$ cat src/design/acmp_regs.svh
`ifndef ACMP_REGS_SVH
`define ACMP_REGS_SVH
// Operation
// RL1 - a comparator works only while control bit 7 is set
// RL2 - control bit 6 routes the result to the comparator's output pin
// RL3 - control bit 5 inverts the result for pin, status and events
// RL4 - bits 4-3 pick events: 00 none, 01 rising, 10 falling, 11 any
// RL5 - writing 11 to the event field sets that comparator's flag once
// RL6 - bit 2 set takes positive input from programmable reference, else pin
// RL7 - bits 1-0: 00 pin b, 01 pin c, 10 shared pin, 11 bandgap
// RL8 - code 10: comparators one and three share a pin, two uses extra pin
// RL9 - on the small package, routes to missing pins are not available
// RL10 - status bits 7-5 hold results three, two, one; bits 4-0 read zero
// RL11 - status bit reads one when plus above minus, reversed when inverted
// RL12 - raw result is high when positive input exceeds negative input
// RL13 - reset clears all control registers, so comparators are off
// RL14 - edge detection acts on the result after inversion
// RL15 - flags stay set until cleared; writing one sets a flag
// RL16 - pin direction still gates whether the output pin is driven
// RL17 - raw results pass two flip-flops before status and edge logic
// RL18 - a disabled comparator makes no events; enabling makes no edge
`define ACMP_NCOMP      3
`define ACMP_ADDR_W     5
`define ACMP_OFS_CTRL1  5'h00
`define ACMP_OFS_CTRL2  5'h04
`define ACMP_OFS_CTRL3  5'h08
`define ACMP_OFS_STATUS 5'h0C
`define ACMP_OFS_FLAGS  5'h10
`define ACMP_BIT_EN     7
`define ACMP_BIT_OE     6
`define ACMP_BIT_POL    5
`define ACMP_EVT_HI     4
`define ACMP_EVT_LO     3
`define ACMP_BIT_REF    2
`define ACMP_NEG_HI     1
`define ACMP_NEG_LO     0
`define ACMP_CTRL_RST   8'h00
`define ACMP_FLAG_RST   3'h0
`define ACMP_STAT_PAD   5'h00
`define ACMP_NROUTE     5
`define ACMP_RT_PIN_B   0
`define ACMP_RT_PIN_C   1
`define ACMP_RT_SHARED  2
`define ACMP_RT_EXTRA   3
`define ACMP_RT_BANDGAP 4
`define ACMP_CMP_ONE    0
`define ACMP_CMP_TWO    1
`endif

$ cat src/design/acmp_pkg.sv
package acmp_pkg;
   typedef enum logic [1:0] {
      EDGE_NONE = 2'h0,
      EDGE_RISE = 2'h1,
      EDGE_FALL = 2'h2,
      EDGE_ANY  = 2'h3
   } edge_sel_t;
   typedef enum logic [1:0] {
      NEG_PIN_B   = 2'h0,
      NEG_PIN_C   = 2'h1,
      NEG_SHARED  = 2'h2,
      NEG_BANDGAP = 2'h3
   } neg_sel_t;
endpackage

$ cat src/design/analog_comparator_control.sv
`timescale 1ns/1ns
`include "acmp_regs.svh"
module analog_comparator_control (
   input  wire logic                     sys_clk,
   input  wire logic                     rstn,
   input  wire logic [`ACMP_ADDR_W-1:0]  address,
   input  wire logic                     read,
   input  wire logic                     write,
   input  wire logic [31:0]              writedata,
   input  wire logic [3:0]               byteenable,
   output logic      [31:0]              readdata,
   output logic                          waitrequest,
   input  wire logic [`ACMP_NCOMP-1:0]   rawResult,
   input  wire logic                     smallPackage,
   input  wire logic [`ACMP_NCOMP-1:0]   portDirection,
   output logic      [`ACMP_NCOMP-1:0]   compEnable,
   output logic      [`ACMP_NCOMP-1:0]   posRefSelect,
   output logic [`ACMP_NCOMP*`ACMP_NROUTE-1:0] negRoute,
   output logic      [`ACMP_NCOMP-1:0]   pinSelect,
   output logic      [`ACMP_NCOMP-1:0]   pinValue,
   output logic      [`ACMP_NCOMP-1:0]   pinDrive,
   output logic      [`ACMP_NCOMP-1:0]   eventFlag
);
   localparam logic [`ACMP_ADDR_W-1:0] CTRL_OFS [`ACMP_NCOMP] =
      '{`ACMP_OFS_CTRL1, `ACMP_OFS_CTRL2, `ACMP_OFS_CTRL3};

   logic [7:0]               ctrl [`ACMP_NCOMP];
   logic [7:0]               next_ctrl [`ACMP_NCOMP];
   logic [`ACMP_NCOMP:0]     syncIn;
   logic [`ACMP_NCOMP:0]     syncOut;
   logic                     smallPkg;
   logic [`ACMP_NCOMP-1:0]   result;
   logic [`ACMP_NCOMP-1:0]   evtPulse;
   logic [`ACMP_NCOMP-1:0]   ctrlHit;
   logic [`ACMP_NCOMP-1:0]   anyArm;
   logic [`ACMP_NCOMP-1:0]   oeBits;
   logic                     rdReq;
   logic                     wrAcc;
   logic                     next_waitrequest;
   logic [31:0]              next_readdata;
   logic [`ACMP_NCOMP-1:0]   next_eventFlag;
   logic [`ACMP_NCOMP-1:0]   next_pinDrive;

   // strap is static but still comes from a pin
   assign syncIn = {smallPackage, rawResult};

   acmp_sync #(
      .WIDTH (`ACMP_NCOMP + 1)
   ) u_sync (
      .sys_clk (sys_clk),
      .rstn    (rstn),
      .din     (syncIn),
      .dout    (syncOut)
   );

   assign smallPkg = syncOut[`ACMP_NCOMP];

   // one wait state: request seen, then answered next edge
   assign rdReq = read & waitrequest;
   assign wrAcc = write & ~waitrequest & byteenable[0];

   for (genvar i = 0; i < `ACMP_NCOMP; i++) begin : g_cmp
      logic [`ACMP_NROUTE-1:0] route;
      logic [`ACMP_NROUTE-1:0] next_route;
      acmp_pkg::neg_sel_t      neg;
      logic                    missing;

      assign ctrlHit[i] = wrAcc & (address == CTRL_OFS[i]);
      assign anyArm[i] = ctrlHit[i] &
         (writedata[`ACMP_EVT_HI:`ACMP_EVT_LO] == acmp_pkg::EDGE_ANY); // RL5
      assign oeBits[i] = ctrl[i][`ACMP_BIT_OE];
      assign compEnable[i] = ctrl[i][`ACMP_BIT_EN]; // RL1
      assign pinSelect[i] = ctrl[i][`ACMP_BIT_OE]; // RL2
      assign posRefSelect[i] = ctrl[i][`ACMP_BIT_REF]; // RL6
      assign negRoute[i*`ACMP_NROUTE +: `ACMP_NROUTE] = route;

      always_comb begin
         next_ctrl[i] = ctrlHit[i] ? writedata[7:0] : ctrl[i];
         neg = acmp_pkg::neg_sel_t'(ctrl[i][`ACMP_NEG_HI:`ACMP_NEG_LO]);
         // pins c of one and two, and the extra pin, are absent
         if (i == `ACMP_CMP_ONE) begin
            missing = smallPkg & (neg == acmp_pkg::NEG_PIN_C); // RL9
         end else if (i == `ACMP_CMP_TWO) begin
            missing = smallPkg & ((neg == acmp_pkg::NEG_PIN_C) |
                                  (neg == acmp_pkg::NEG_SHARED)); // RL9
         end else begin
            missing = 1'b0;
         end
         next_route = '0;
         unique case (neg) // RL7
            acmp_pkg::NEG_PIN_B:
               next_route[`ACMP_RT_PIN_B] = 1'b1;
            acmp_pkg::NEG_PIN_C:
               next_route[`ACMP_RT_PIN_C] = 1'b1;
            acmp_pkg::NEG_SHARED:
               if (i == `ACMP_CMP_TWO) begin
                  next_route[`ACMP_RT_EXTRA] = 1'b1; // RL8
               end else begin
                  next_route[`ACMP_RT_SHARED] = 1'b1; // RL8
               end
            acmp_pkg::NEG_BANDGAP:
               next_route[`ACMP_RT_BANDGAP] = 1'b1;
         endcase
         // an off comparator leaves every input switch open
         if (!ctrl[i][`ACMP_BIT_EN] || missing) begin
            next_route = '0; // RL1 RL9
         end
      end

      always_ff @(posedge sys_clk) begin
         if (!rstn) begin
            ctrl[i] <= `ACMP_CTRL_RST; // RL13
            route   <= '0;
         end else begin
            ctrl[i] <= next_ctrl[i];
            route   <= next_route;
         end
      end

      acmp_event u_evt (
         .sys_clk    (sys_clk),
         .rstn       (rstn),
         .syncResult (syncOut[i]),
         .enable     (ctrl[i][`ACMP_BIT_EN]),
         .invert     (ctrl[i][`ACMP_BIT_POL]),
         .edgeSel    (acmp_pkg::edge_sel_t'(
                        ctrl[i][`ACMP_EVT_HI:`ACMP_EVT_LO])),
         .result     (result[i]),
         .evtPulse   (evtPulse[i])
      );
   end

   assign pinValue = result; // RL2 RL3

   always_comb begin
      next_waitrequest = ~((read | write) & waitrequest);
      next_readdata = readdata;
      if (rdReq) begin
         next_readdata = '0;
         case (address)
            `ACMP_OFS_CTRL1:
               next_readdata[7:0] = ctrl[0];
            `ACMP_OFS_CTRL2:
               next_readdata[7:0] = ctrl[1];
            `ACMP_OFS_CTRL3:
               next_readdata[7:0] = ctrl[2];
            `ACMP_OFS_STATUS:
               next_readdata[7:0] = {result, `ACMP_STAT_PAD}; // RL10 RL11
            `ACMP_OFS_FLAGS:
               next_readdata[`ACMP_NCOMP-1:0] = eventFlag;
            default:
               next_readdata = '0;
         endcase
      end
   end

   always_comb begin
      next_eventFlag = eventFlag;
      if (wrAcc && address == `ACMP_OFS_FLAGS) begin
         next_eventFlag = writedata[`ACMP_NCOMP-1:0]; // RL15
      end
      // hardware set wins over a same-cycle clear
      next_eventFlag = next_eventFlag | evtPulse | anyArm; // RL4 RL5 RL15
      next_pinDrive = oeBits & ~portDirection; // RL2 RL16
   end

   always_ff @(posedge sys_clk) begin
      if (!rstn) begin
         waitrequest <= 1'b1;
         readdata    <= '0;
         eventFlag   <= `ACMP_FLAG_RST;
         pinDrive    <= '0;
      end else begin
         waitrequest <= next_waitrequest;
         readdata    <= next_readdata;
         eventFlag   <= next_eventFlag;
         pinDrive    <= next_pinDrive;
      end
   end
endmodule // analog_comparator_control

$ cat src/design/acmp_sync.sv
`timescale 1ns/1ns
module acmp_sync #(
   parameter int WIDTH = 4
) (
   input  wire logic             sys_clk,
   input  wire logic             rstn,
   input  wire logic [WIDTH-1:0] din,
   output logic      [WIDTH-1:0] dout
);
   logic [WIDTH-1:0] stage;

   // first stage feeds only the second
   always_ff @(posedge sys_clk) begin
      if (!rstn) begin
         stage <= '0;
         dout  <= '0;
      end else begin
         stage <= din; // RL17
         dout  <= stage; // RL17
      end
   end
endmodule // acmp_sync

$ cat src/design/acmp_event.sv
`timescale 1ns/1ns
module acmp_event (
   input  wire logic              sys_clk,
   input  wire logic              rstn,
   input  wire logic              syncResult,
   input  wire logic              enable,
   input  wire logic              invert,
   input  acmp_pkg::edge_sel_t    edgeSel,
   output logic                   result,
   output logic                   evtPulse
);
   logic armed;
   logic cur;
   logic rise;
   logic fall;
   logic next_armed;
   logic next_result;
   logic next_evtPulse;

   always_comb begin
      cur = syncResult ^ invert; // RL3 RL11 RL12
      next_armed = enable;
      next_result = enable ? cur : 1'b0; // RL1
      // first enabled cycle only loads the reference value
      rise = armed & enable & ~result & cur; // RL14 RL18
      fall = armed & enable & result & ~cur; // RL14 RL18
      unique case (edgeSel) // RL4
         acmp_pkg::EDGE_NONE: next_evtPulse = 1'b0;
         acmp_pkg::EDGE_RISE: next_evtPulse = rise;
         acmp_pkg::EDGE_FALL: next_evtPulse = fall;
         acmp_pkg::EDGE_ANY:  next_evtPulse = rise | fall;
      endcase
   end

   always_ff @(posedge sys_clk) begin
      if (!rstn) begin
         armed    <= 1'b0;
         result   <= 1'b0;
         evtPulse <= 1'b0;
      end else begin
         armed    <= next_armed;
         result   <= next_result;
         evtPulse <= next_evtPulse;
      end
   end
endmodule // acmp_event

$ cat config.mk
export PLATFORM = sky130hd
export DESIGN_NAME = analog_comparator_control
export DESIGN_NICKNAME = d
export VERILOG_FILES = /design/src/design/acmp_pkg.sv /design/src/design/analog_comparator_control.sv /design/src/design/acmp_sync.sv /design/src/design/acmp_event.sv
export VERILOG_INCLUDE_DIRS = /design/src /design/src/design
export SDC_FILE = /design/constraint.sdc
export NUM_CORES = 1
export LEC_CHECK = 0
export BUFFER_PORTS_ARGS = -buffer_cell sky130_fd_sc_hd__buf_2
export CAP_MARGIN = 40
export CORE_MARGIN = 4
export CORE_UTILIZATION = 51
export CTS_CLUSTER_DIAMETER = 150
export DETAILED_ROUTE_END_ITERATION = 10
export PLACE_DENSITY = 0.81
export SYNTH_ARGS = -nofsm -noshare
export SYNTH_HDL_FRONTEND = slang
export SYNTH_SLANG_ARGS = --single-unit
$ cat constraint.sdc
create_clock -name sys_clk -period 2.8 [get_ports sys_clk]
set_clock_uncertainty 0.2 [all_clocks]
set_input_delay 0.14 -clock sys_clk [delete_from_list [all_inputs] [get_ports sys_clk]]
set_output_delay 0.14 -clock sys_clk [all_outputs]
set_load 0.005 [all_outputs]
==> results of run 1 <==
==> sequential cells by signal, summed over array words and instances, names as in the netlist <==
name	cells
ctrl	24
waitrequest	1
eventFlag	3
pinDrive	3
g_cmp.u_evt.armed	3
g_cmp.u_evt.result	3
u_sync.stage	4
readdata	8
u_sync.dout	4
g_cmp.u_evt.evtPulse	3
g_cmp.route	12
==> layer usage <==
layer / wire, um / part of all wire (%) / vias to the layer above / track usage (%)
li1: - / - / 1104 / -
met1: 2740 / 43 / 1047 / 23.6
met2: 3020 / 47 / 108 / 28.8
met3: 519 / 8.1 / 12 / 5.69
met4: 131 / 2.0 / 0 / 7.89
met5: 0 / 0 / - / 0
==> cell usage after synthesis, types with 5 or more instances <==
master      n
o2bb2ai_1   5
inv_1       9
nand2_1    44
and2_1     15
dfxtp_1    68
nor2b_1    15
nor3b_1     5
clkbuf_1    6
a22oi_1     5
nor2_1      7
mux2i_1    13
nand3_1     5
and3_1      9
a21boi_0   15
buf_4      42
==> worst paths after layout <==
check             slack [ns]  cells after the start           endpoint
setup reg to reg        0.96                      4       eventFlag[1]
setup / recovery        0.86                      6       eventFlag[1]
hold reg to reg         0.23                      1  g_cmp[0].route[1]
hold / removal          0.05                      2         ctrl[1][6]
==> cell usage in the layout, fill, tap and decap left out, drive strengths merged, types with 2 or more instances in the layout <==
master       synthesis  final
a21boi              16     16
a21oi                2      2
a22oi                5      5
a32o                 2      2
and2                15     15
and3                 9      9
and3b                3      3
buf                 44     64
bufinv               0      2
clkbuf               6     11
clkinv               0      3
conb                 1     27
dfxtp               68     68
dlygate4sd3          0     19
ha                   4      4
inv                  9      9
mux2i               13     13
mux4                 3      3
nand2               44     44
nand3                6      6
nand3b               2      2
nand4                2      2
nor2                 8      8
nor2b               15     15
nor3                 4      4
nor3b                5      5
o211ai               4      4
o21ai                2      2
o2bb2ai              5      5
o31a                 2      2
xor2                 2      2
==> stage by stage <==
stage | total power, mW | setup WS (ns) | hold slack (ns)
4_1_cts | 1.98 | 0.888 | 0.0275
2_1_floorplan | 1.08 | 1.19 | 0.0116
3_3_place_gp | 1.08 | 0.922 | 0.101
5_1_grt | 2.04 | 0.772 | 0.0698
6_report | 1.98 | 0.861 | 0.0501
3_5_place_dp | 1.08 | 0.918 | 0.107
==> cells by family after synthesis <==
group | count (synthesis) | share of synthesized area (%)
other | 1 | 0.127
flip-flops | 68 | 46.0
AND/OR/NAND/NOR | 114 | 20.7
multiplexers | 16 | 6.68
AO/OA/AOI/OAI | 41 | 10.5
buffers and inverters | 59 | 13.3
adder cells (fa/ha/maj) | 4 | 1.69
XOR/XNOR | 3 | 0.888
==> power groups by stage <==
stage | combinational [mW] | sequential, mW | clock, mW
global route | 0.117 | 0.979 | 0.940
floorplan | 0.0790 | 1.00 | 0
detailed placement | 0.0832 | 1.00 | 0
CTS | 0.103 | 0.978 | 0.902
global placement | 0.0824 | 1.00 | 0
finish | 0.105 | 0.978 | 0.892
==> worst max-delay path, delay by kind of cell <==
family | cells | cell delay (ns)
AO/OA/AOI/OAI | 2 | 0.40
AND/OR/NAND/NOR | 2 | 0.79
buffers and inverters | 2 | 0.69
==> cell type report <==
type | count | area (um^2) | area share (%)
Clock buffer | 11 | 141 | 4.02
Multi-Input combinational cell | 205 | 1300 | 37.0
Clock inverter | 5 | 75.1 | 2.14
Inverter | 9 | 33.8 | 0.961
Timing Repair Buffer | 83 | 513 | 14.6
Tap cell | 72 | 90.1 | 2.56
Sequential cell | 68 | 1360 | 38.7
==> run metrics, run 1 <==
Post-CTS Setup Inserts=0; ys async rst share=0%; status=complete, no violations; vias in the first global route=2113; # diodes=0; Tcrit/Tclk final=69.2%; CP peak stage delay=0.53 ns; Synth Register Bits=68; final setup fails=0; min-delay src=rstn; Root Buffer=clkbuf_8; total grt overflow=0; Yosys top cell by area=dfxtp_1; row count=27; Worst setup SP type=input port; first-pass GRT wire length=10.4 mm; Tot GR Track Use=18.4%; final design utilization=63.1%; nets=432; die span in x=84.2 um; Max-Cap Viols=0; Post-Syn Area=0.00296 mm^2; Pint=1.55 mW; pin count of the biggest net entering global routing=28; WL final=6.41 mm; initial antenna violation count=0; DP Area=0.00311 mm^2; pwr dens=562 mW/mm^2; combinational power share=5.3%; RSZ-0062 raised after global routing=no; Fill cells=477; Post-CTS Resized=0; syn avg cell area=9.67 um^2; post-synthesis sequential area ratio=46.0%; sw frac=21.8%; Final Wtd Congestion=0.841; die area=0.00708 mm^2; final instance area=0.00351 mm^2; Post-Place Cells=418; WL/cell=14.1 um; Leak Pwr=1.62 nW; Worst-path clk slew=0.07 ns; crit path max-delay cell type=dlygate4sd3_1; synth unique cells=37; CTS tree=built; main area contributors after synthesis=dfxtp_1, buf_4, nand2_1, mux2i_1, a21boi_0; clock group share of total power=45.1%; Die H=84.2 um; Max Transition Viols Final=0; CTS sink cnt=68; Sequential Power Share=49.5%; FMAX=0.516 GHz; CP Max Fanout=9; post-route insts no fill=453; critical-path cell list=dlygate4sd3_1, buf_2, nor4bb_4, and3_1, a32o_1, o31a_1; final hold vios=0; CP Capture Type=flip-flop; Post-DP HPWL=4.50 mm; CP startpoint=address[4]; Post-CTS Hold Buffers=19; yosys warns=0; Via Count=2271; Initial Util=53.1%; Psw=430 uW; Clock Latency Late Sink=0.35 ns; DR pass1 iterations=4; CTS Buf Count=9; Tmin final=1.94 ns; Mapped Cells=306; Iteration-0 DRC Markers=196; R2R Path Start=waitrequest; maximum VDD drop=0.000244 V; antenna viol nets, final=0; IO Port Bufs=63; Layout area overhead=18.8%; Post-route DRC=0; crit path DAT=2.03 ns; Hold Crit Class=in -> reg; io pins=118; setup_tns=0 ns; ys flop type=dfxtp_1; Crit Path Category=in -> reg; Crit path required time=2.89 ns; htree depth=3; core area=0.00557 mm^2; layout cell share with drive strength beyond 1=22.3%; Tightest Pin Transition=0.520 ns; Worst slew margin=65.3%; share of the synthesized area in the top cell type=46.0%; Post-synth EDFFs=0; Vias/cell=5.01; clk buf depth=2
Note: power is estimated with default switching activity, not from simulation.
==> run 2: changes to the inputs <==
Settings changed: CORE_UTILIZATION 51 to 48, PLACE_DENSITY 0.81 to 0.77.
Clock period 2.8 ns to 2 ns, I/O delays scaled along.
==> run 2 against run 1 <==
  * Sequential share of layout area down 0.34 points
  * Setup slack worse by 0.69 ns
  * Final cell count up 2.4%
  * Largest cell class unchanged
==> run metrics, run 2 (synthesized netlist as in run 1, its figures left out) <==
status=complete, no violations; Biggest register=ctrl; Max-Cap Viols=0 (unchanged); first-pass GRT wire length=10.3 mm (-0.92%); # diodes=0 (unchanged); Leak Pwr=1.64 nW (+1.2%); Crit Path Category=in -> reg; worst reg2reg path endpoint=ctrl[2][1]; final hold vios=0 (unchanged); Fill cells=529 (+11%); CTS tree=built; Critical Path Sink=ctrl[2][1]; htree depth=3 (unchanged); WL/cell=14.0 um (-0.92%); vias in the first global route=2141 (+1.3%); DP Area=0.00316 mm^2 (+1.8%); Tmin final=1.83 ns; final instance area=0.00355 mm^2 (+0.89%); Die H=86.5 um (+2.8%); Iteration-0 DRC Markers=147 (-25%); RSZ-0062 raised after global routing=no; initial antenna violation count=0 (unchanged); nets=440 (+1.9%); CP Capture Type=flip-flop; CP Max Fanout=5 (-4); row count=28 (+3.7%); R2R Path Start=waitrequest; R2R setup slack=0.25 ns (-0.71 ns); Post-CTS Hold Buffers=20 (+1); die area=0.00748 mm^2 (+5.7%); IO Port Bufs=63 (unchanged); clk buf depth=2 (unchanged); Tot GR Track Use=18.0% (-0.45 points); CP top delay family=buffers and inverters; CP peak stage delay=0.53 ns (about the same); Crit path required time=2.06 ns (-0.83 ns); largest registers=ctrl: 24 flops, g_cmp.route: 12 flops, readdata: 8 flops; final setup fails=0 (unchanged); Layout area overhead=19.9%; Hold Crit Class=in -> reg; layout cell share with drive strength beyond 1=23.1% (+0.83 points); Tcrit/Tclk final=91.4%; most frequent cells in the layout=dfxtp_1, buf_2, nand2_1, conb_1, dlygate4sd3_1; critical-path cell list=dlygate4sd3_1, buf_2, nor4bb_4, and3_1, buf_4, nand2_1, a21boi_0; Worst setup SP type=input port; Post-CTS Resized=0 (unchanged); hold slack final=0.0467 ns (-0.00339 ns); io pins=118 (unchanged); Clock Latency Late Sink=0.35 ns (about the same); Via Count=2259 (-0.53%); crit path DAT=1.89 ns (-0.14 ns); WP buf/inv=3 (+1); CTS Buf Count=9 (unchanged); maximum VDD drop=0.000347 V (+42%); Post-route DRC=0 (unchanged); Initial Util=49.7% (-3.4 points); CP startpoint=address[4]; total power=2.57 mW (+30%); R2R depth=5 (+1); Vias/cell=4.87 (-2.9%); die span in x=86.5 um (+2.8%); total grt overflow=0 (unchanged); CTS sink cnt=68 (unchanged); setup_tns=0 ns (unchanged); antenna viol nets, final=0 (unchanged); crit path max-delay cell type=dlygate4sd3_1; pwr dens=725 mW/mm^2 (+29%); Post-DP HPWL=4.75 mm (+5.6%); Largest register FFs=24 (unchanged); pin count of the biggest net entering global routing=22 (-21%); core area=0.00596 mm^2 (+6.8%); WL final=6.50 mm (+1.5%); number of cells on the critical path=7 (+1); Root Buffer=clkbuf_8; Max Transition Viols Final=0 (unchanged); DR pass1 iterations=5 (+1); Worst-path clk slew=0.07 ns (about the same); Post-CTS Setup Inserts=0 (unchanged); Final Wtd Congestion=0.793 (-5.7%); FMAX=0.547 GHz; most common cell after layout, fill and taps aside=dfxtp_1
run 2: worst reg2reg max path, stage by stage, from the launching register on:
cell and delay (ns):
dfxtp_1 0.38, nor4bb_4 0.37, and3_1 0.33, buf_4 0.17, nand2_1 0.04, a21boi_0 0.18
run 2: through the flow:
stage	std cells	utilization [%]	setup WS (ns)
5_1_grt	464	59.5	0.0374
2_1_floorplan	332	-	0.387
4_1_cts	464	59.5	0.184
3_3_place_gp	428	53.1	0.321
6_report	464	59.5	0.171
3_5_place_dp	428	53.1	0.277
run 2: how the worst min path moves through the flow:
stage                        end              from  depth (start not counted)  slack [ns]
floorplan            pinDrive[2]  portDirection[2]                          1       -0.03
global placement     pinDrive[2]  portDirection[2]                          2        0.06
detailed placement   pinDrive[2]  portDirection[2]                          2        0.06
CTS                 eventFlag[0]        address[0]                          4        0.04
global route        eventFlag[0]        address[0]                          4        0.07
finish              eventFlag[0]        address[0]                          4        0.05
run 2: power breakdown:
part	internal [mW]	leakage (nW)	switching, mW	total [mW]
Sequential	1.36	0.550	0.00599	1.37
Combinational	0.0751	0.998	0.0802	0.155
Clock	0.552	0.0937	0.494	1.05
Total	1.99	1.64	0.580	2.57
run 2: final cells by class:
type / count / area [um^2] / share of cell area [%]
inverters: 9 / 33.8 / 0.953
clock buffers: 15 / 176 / 4.98
multi-input cells: 205 / 1300 / 36.7
flip-flops and latches: 68 / 1360 / 38.4
repair buffers: 91 / 576 / 16.2
clock inverters: 1 / 5.00 / 0.141
well taps: 75 / 93.8 / 2.65
run 2: metal layers:
metal / vias up / wire length, um / GRT usage, %
li1: 1127 / - / -
met1: 1042 / 2810 / 22.9
met2: 77 / 3090 / 28.4
met3: 13 / 492 / 4.94
met4: 0 / 108 / 8.07
met5: - / 0 / 0
==> run 3: changes to the inputs <==
--- a/config.mk
+++ b/config.mk
@@ -9,3 +9,2 @@
 export BUFFER_PORTS_ARGS = -buffer_cell sky130_fd_sc_hd__buf_2
-export CAP_MARGIN = 40
 export CORE_MARGIN = 4
@@ -14,2 +13,3 @@
 export DETAILED_ROUTE_END_ITERATION = 10
+export GPL_TIMING_DRIVEN = 0
 export PLACE_DENSITY = 0.77
==> constraint.sdc (replaced) <==
create_clock -name sys_clk -period 2 [get_ports sys_clk]
set_clock_uncertainty 0.2 [all_clocks]
set_input_delay 0.3 -clock sys_clk [delete_from_list [all_inputs] [get_ports sys_clk]]
set_output_delay 0.3 -clock sys_clk [all_outputs]
set_load 0.005 [all_outputs]
==> run 3 against run 2 <==
  * Combinational power increased by 15%
  * Setup slack improved by 0.065 ns
  * Critical path type is now reg -> reg
  * Via count is 3.9% higher
  * Sequential share of layout area down 2.0 points
  * Die area stayed put
  * Hold slack worse by 0.017 ns
  * Global-route usage grew 1.0 points
==> run metrics, run 3 (synthesized netlist as in run 1, its figures left out) <==
status=complete, no violations; Tot GR Track Use=19.0% (+1.0 points); Layout area overhead=26.3%; Iteration-0 DRC Markers=159 (+8.2%); DP Area=0.00346 mm^2 (+9.5%); Post-route DRC=0 (unchanged); total power=2.77 mW (+7.6%); Worst setup SP type=flip-flop; vias in the first global route=2197 (+2.6%); Tmin final=1.76 ns (-0.0650 ns); Hold Crit Class=in -> reg; CP peak stage delay=0.38 ns (-0.15 ns); io pins=118 (unchanged); layout cell share with drive strength beyond 1=31.0% (+7.9 points); CTS Buf Count=9 (unchanged); die area=0.00748 mm^2 (unchanged); final hold vios=0 (unchanged); R2R depth=4 (-1); worst reg2reg path endpoint=eventFlag[2]; R2R setup slack=0.24 ns (about the same); Largest register FFs=24 (unchanged); WL/cell=14.0 um (-0.28%); Tightest Pin Transition=0.515 ns; # diodes=0 (unchanged); initial antenna violation count=0 (unchanged); nets=467 (+6.1%); Worst slew margin=65.7%; FMAX=0.567 GHz (+3.7%); Max Transition Viols Final=0 (unchanged); CP Capture Type=flip-flop; Root Buffer=clkbuf_8; crit path DAT=1.79 ns (-0.10 ns); core area=0.00596 mm^2 (unchanged); Worst-path clk slew=0.07 ns (about the same); worst setup margin=0.236 ns (+0.0650 ns); Fill cells=518 (-2.1%); Die H=86.5 um (unchanged); setup_tns=0 ns (unchanged); critical-path cell list=and3b_1, nand4_1, a32o_1, o31a_1; row count=28 (unchanged); Max-Cap Viols=0 (unchanged); total grt overflow=0 (unchanged); Post-CTS Hold Buffers=5 (-75%); Critical Path Sink=eventFlag[2]; pin count of the biggest net entering global routing=12 (-45%); IO Port Bufs=63 (unchanged); Crit path required time=2.02 ns (-0.04 ns); Via Count=2348 (+3.9%); final instance area=0.00374 mm^2 (+5.4%); Post-CTS Resized=0 (unchanged); Clock Latency Late Sink=0.34 ns (about the same); antenna viol nets, final=0 (unchanged); R2R Path Start=waitrequest; Leak Pwr=1.80 nW (+9.9%); Crit Path Category=reg -> reg; WL final=6.86 mm (+5.5%); DR pass1 iterations=4 (-1); CP startpoint=waitrequest; Final Wtd Congestion=0.869 (+9.6%); crit path max-delay cell type=dfxtp_1; Initial Util=49.7% (unchanged); die span in x=86.5 um (unchanged); clk buf depth=2 (unchanged); RSZ-0062 raised after global routing=no; maximum VDD drop=0.000383 V (+11%); Biggest register=ctrl; htree depth=3 (unchanged); largest registers=ctrl: 24 flops, g_cmp.route: 12 flops, readdata: 8 flops; CTS tree=built; pwr dens=740 mW/mm^2 (+2.1%); most frequent cells in the layout=dfxtp_1, buf_2, nand2_1, buf_4, conb_1; most common cell after layout, fill and taps aside=dfxtp_1; pre-CTS WS=0.119 ns (-0.158 ns); Tcrit/Tclk final=88.2% (-3.3 points); Vias/cell=4.78 (-1.8%); final setup fails=0 (unchanged); Post-DP HPWL=5.10 mm (+7.3%); first-pass GRT wire length=10.9 mm (+5.5%); final design utilization=62.7% (+3.2 points); CTS sink cnt=68 (unchanged); Post-CTS Setup Inserts=0 (unchanged); CP Max Fanout=7 (+2)
-- run 3: cell count changes in the layout (fill, tap and decap cells not counted) --
cell / change
clkbuf_8: +1
bufinv_16: +1
clkbuf_1: +3
clkinvlp_4: +1
buf_6: +2
buf_4: +34
dlygate4sd3_1: -15
-- run 3: worst min-delay path by stage --
stage,slack (ns),from,to,depth (start not counted)
3_5_place_dp,0.22,u_sync.dout[3],g_cmp[0].route[1],1
5_1_grt,0.02,portDirection[0],pinDrive[0],2
2_1_floorplan,0.17,portDirection[2],pinDrive[2],1
3_3_place_gp,0.21,u_sync.dout[3],g_cmp[0].route[1],1
6_report,0.03,portDirection[0],pinDrive[0],2
4_1_cts,0.01,portDirection[0],pinDrive[0],2
-- run 3: report_power, final --
part / internal, mW / switching, mW / total (mW)
clock: 0.710 / 0.507 / 1.22
sequential: 1.36 / 0.00614 / 1.37
combinational: 0.0916 / 0.0875 / 0.179
-- run 3: area by class of cell --
| cell class | count | area [um^2] | area share [%] |
|---|---|---|---|
| flip-flops and latches | 68 | 1360 | 36.4 |
| multi-input cells | 205 | 1300 | 34.8 |
| repair buffers | 68 | 365 | 9.78 |
| plain buffers | 50 | 360 | 9.65 |
| clock buffers | 13 | 179 | 4.79 |
| well taps | 75 | 93.8 | 2.51 |
| clock inverters | 3 | 42.5 | 1.14 |
| inverters | 9 | 33.8 | 0.904 |
-- run 3: through the flow --
step,hold slack (ns),instances
finish,0.0294,491
global route,0.0177,491
CTS,0.0138,491
detailed placement,0.216,470
global placement,0.210,470
floorplan,0.172,332
-- run 3: worst max-delay path, delay by kind of cell (launching register included) --
family | cells | cell delay [ns]
AO/OA/AOI/OAI | 2 | 0.51
flip-flops | 1 | 0.38
AND/OR/NAND/NOR | 2 | 0.56
-- run 3: per-layer routing --
metal / global-route usage [%] / part of all wire [%] / vias up / routed length, um
met5: 0 / 0 / - / 0
met4: 6.52 / 1.3 / 0 / 88
met3: 5.51 / 10 / 11 / 697
met2: 29.6 / 48 / 92 / 3260
met1: 25.2 / 41 / 1063 / 2810
li1: - / - / 1182 / -
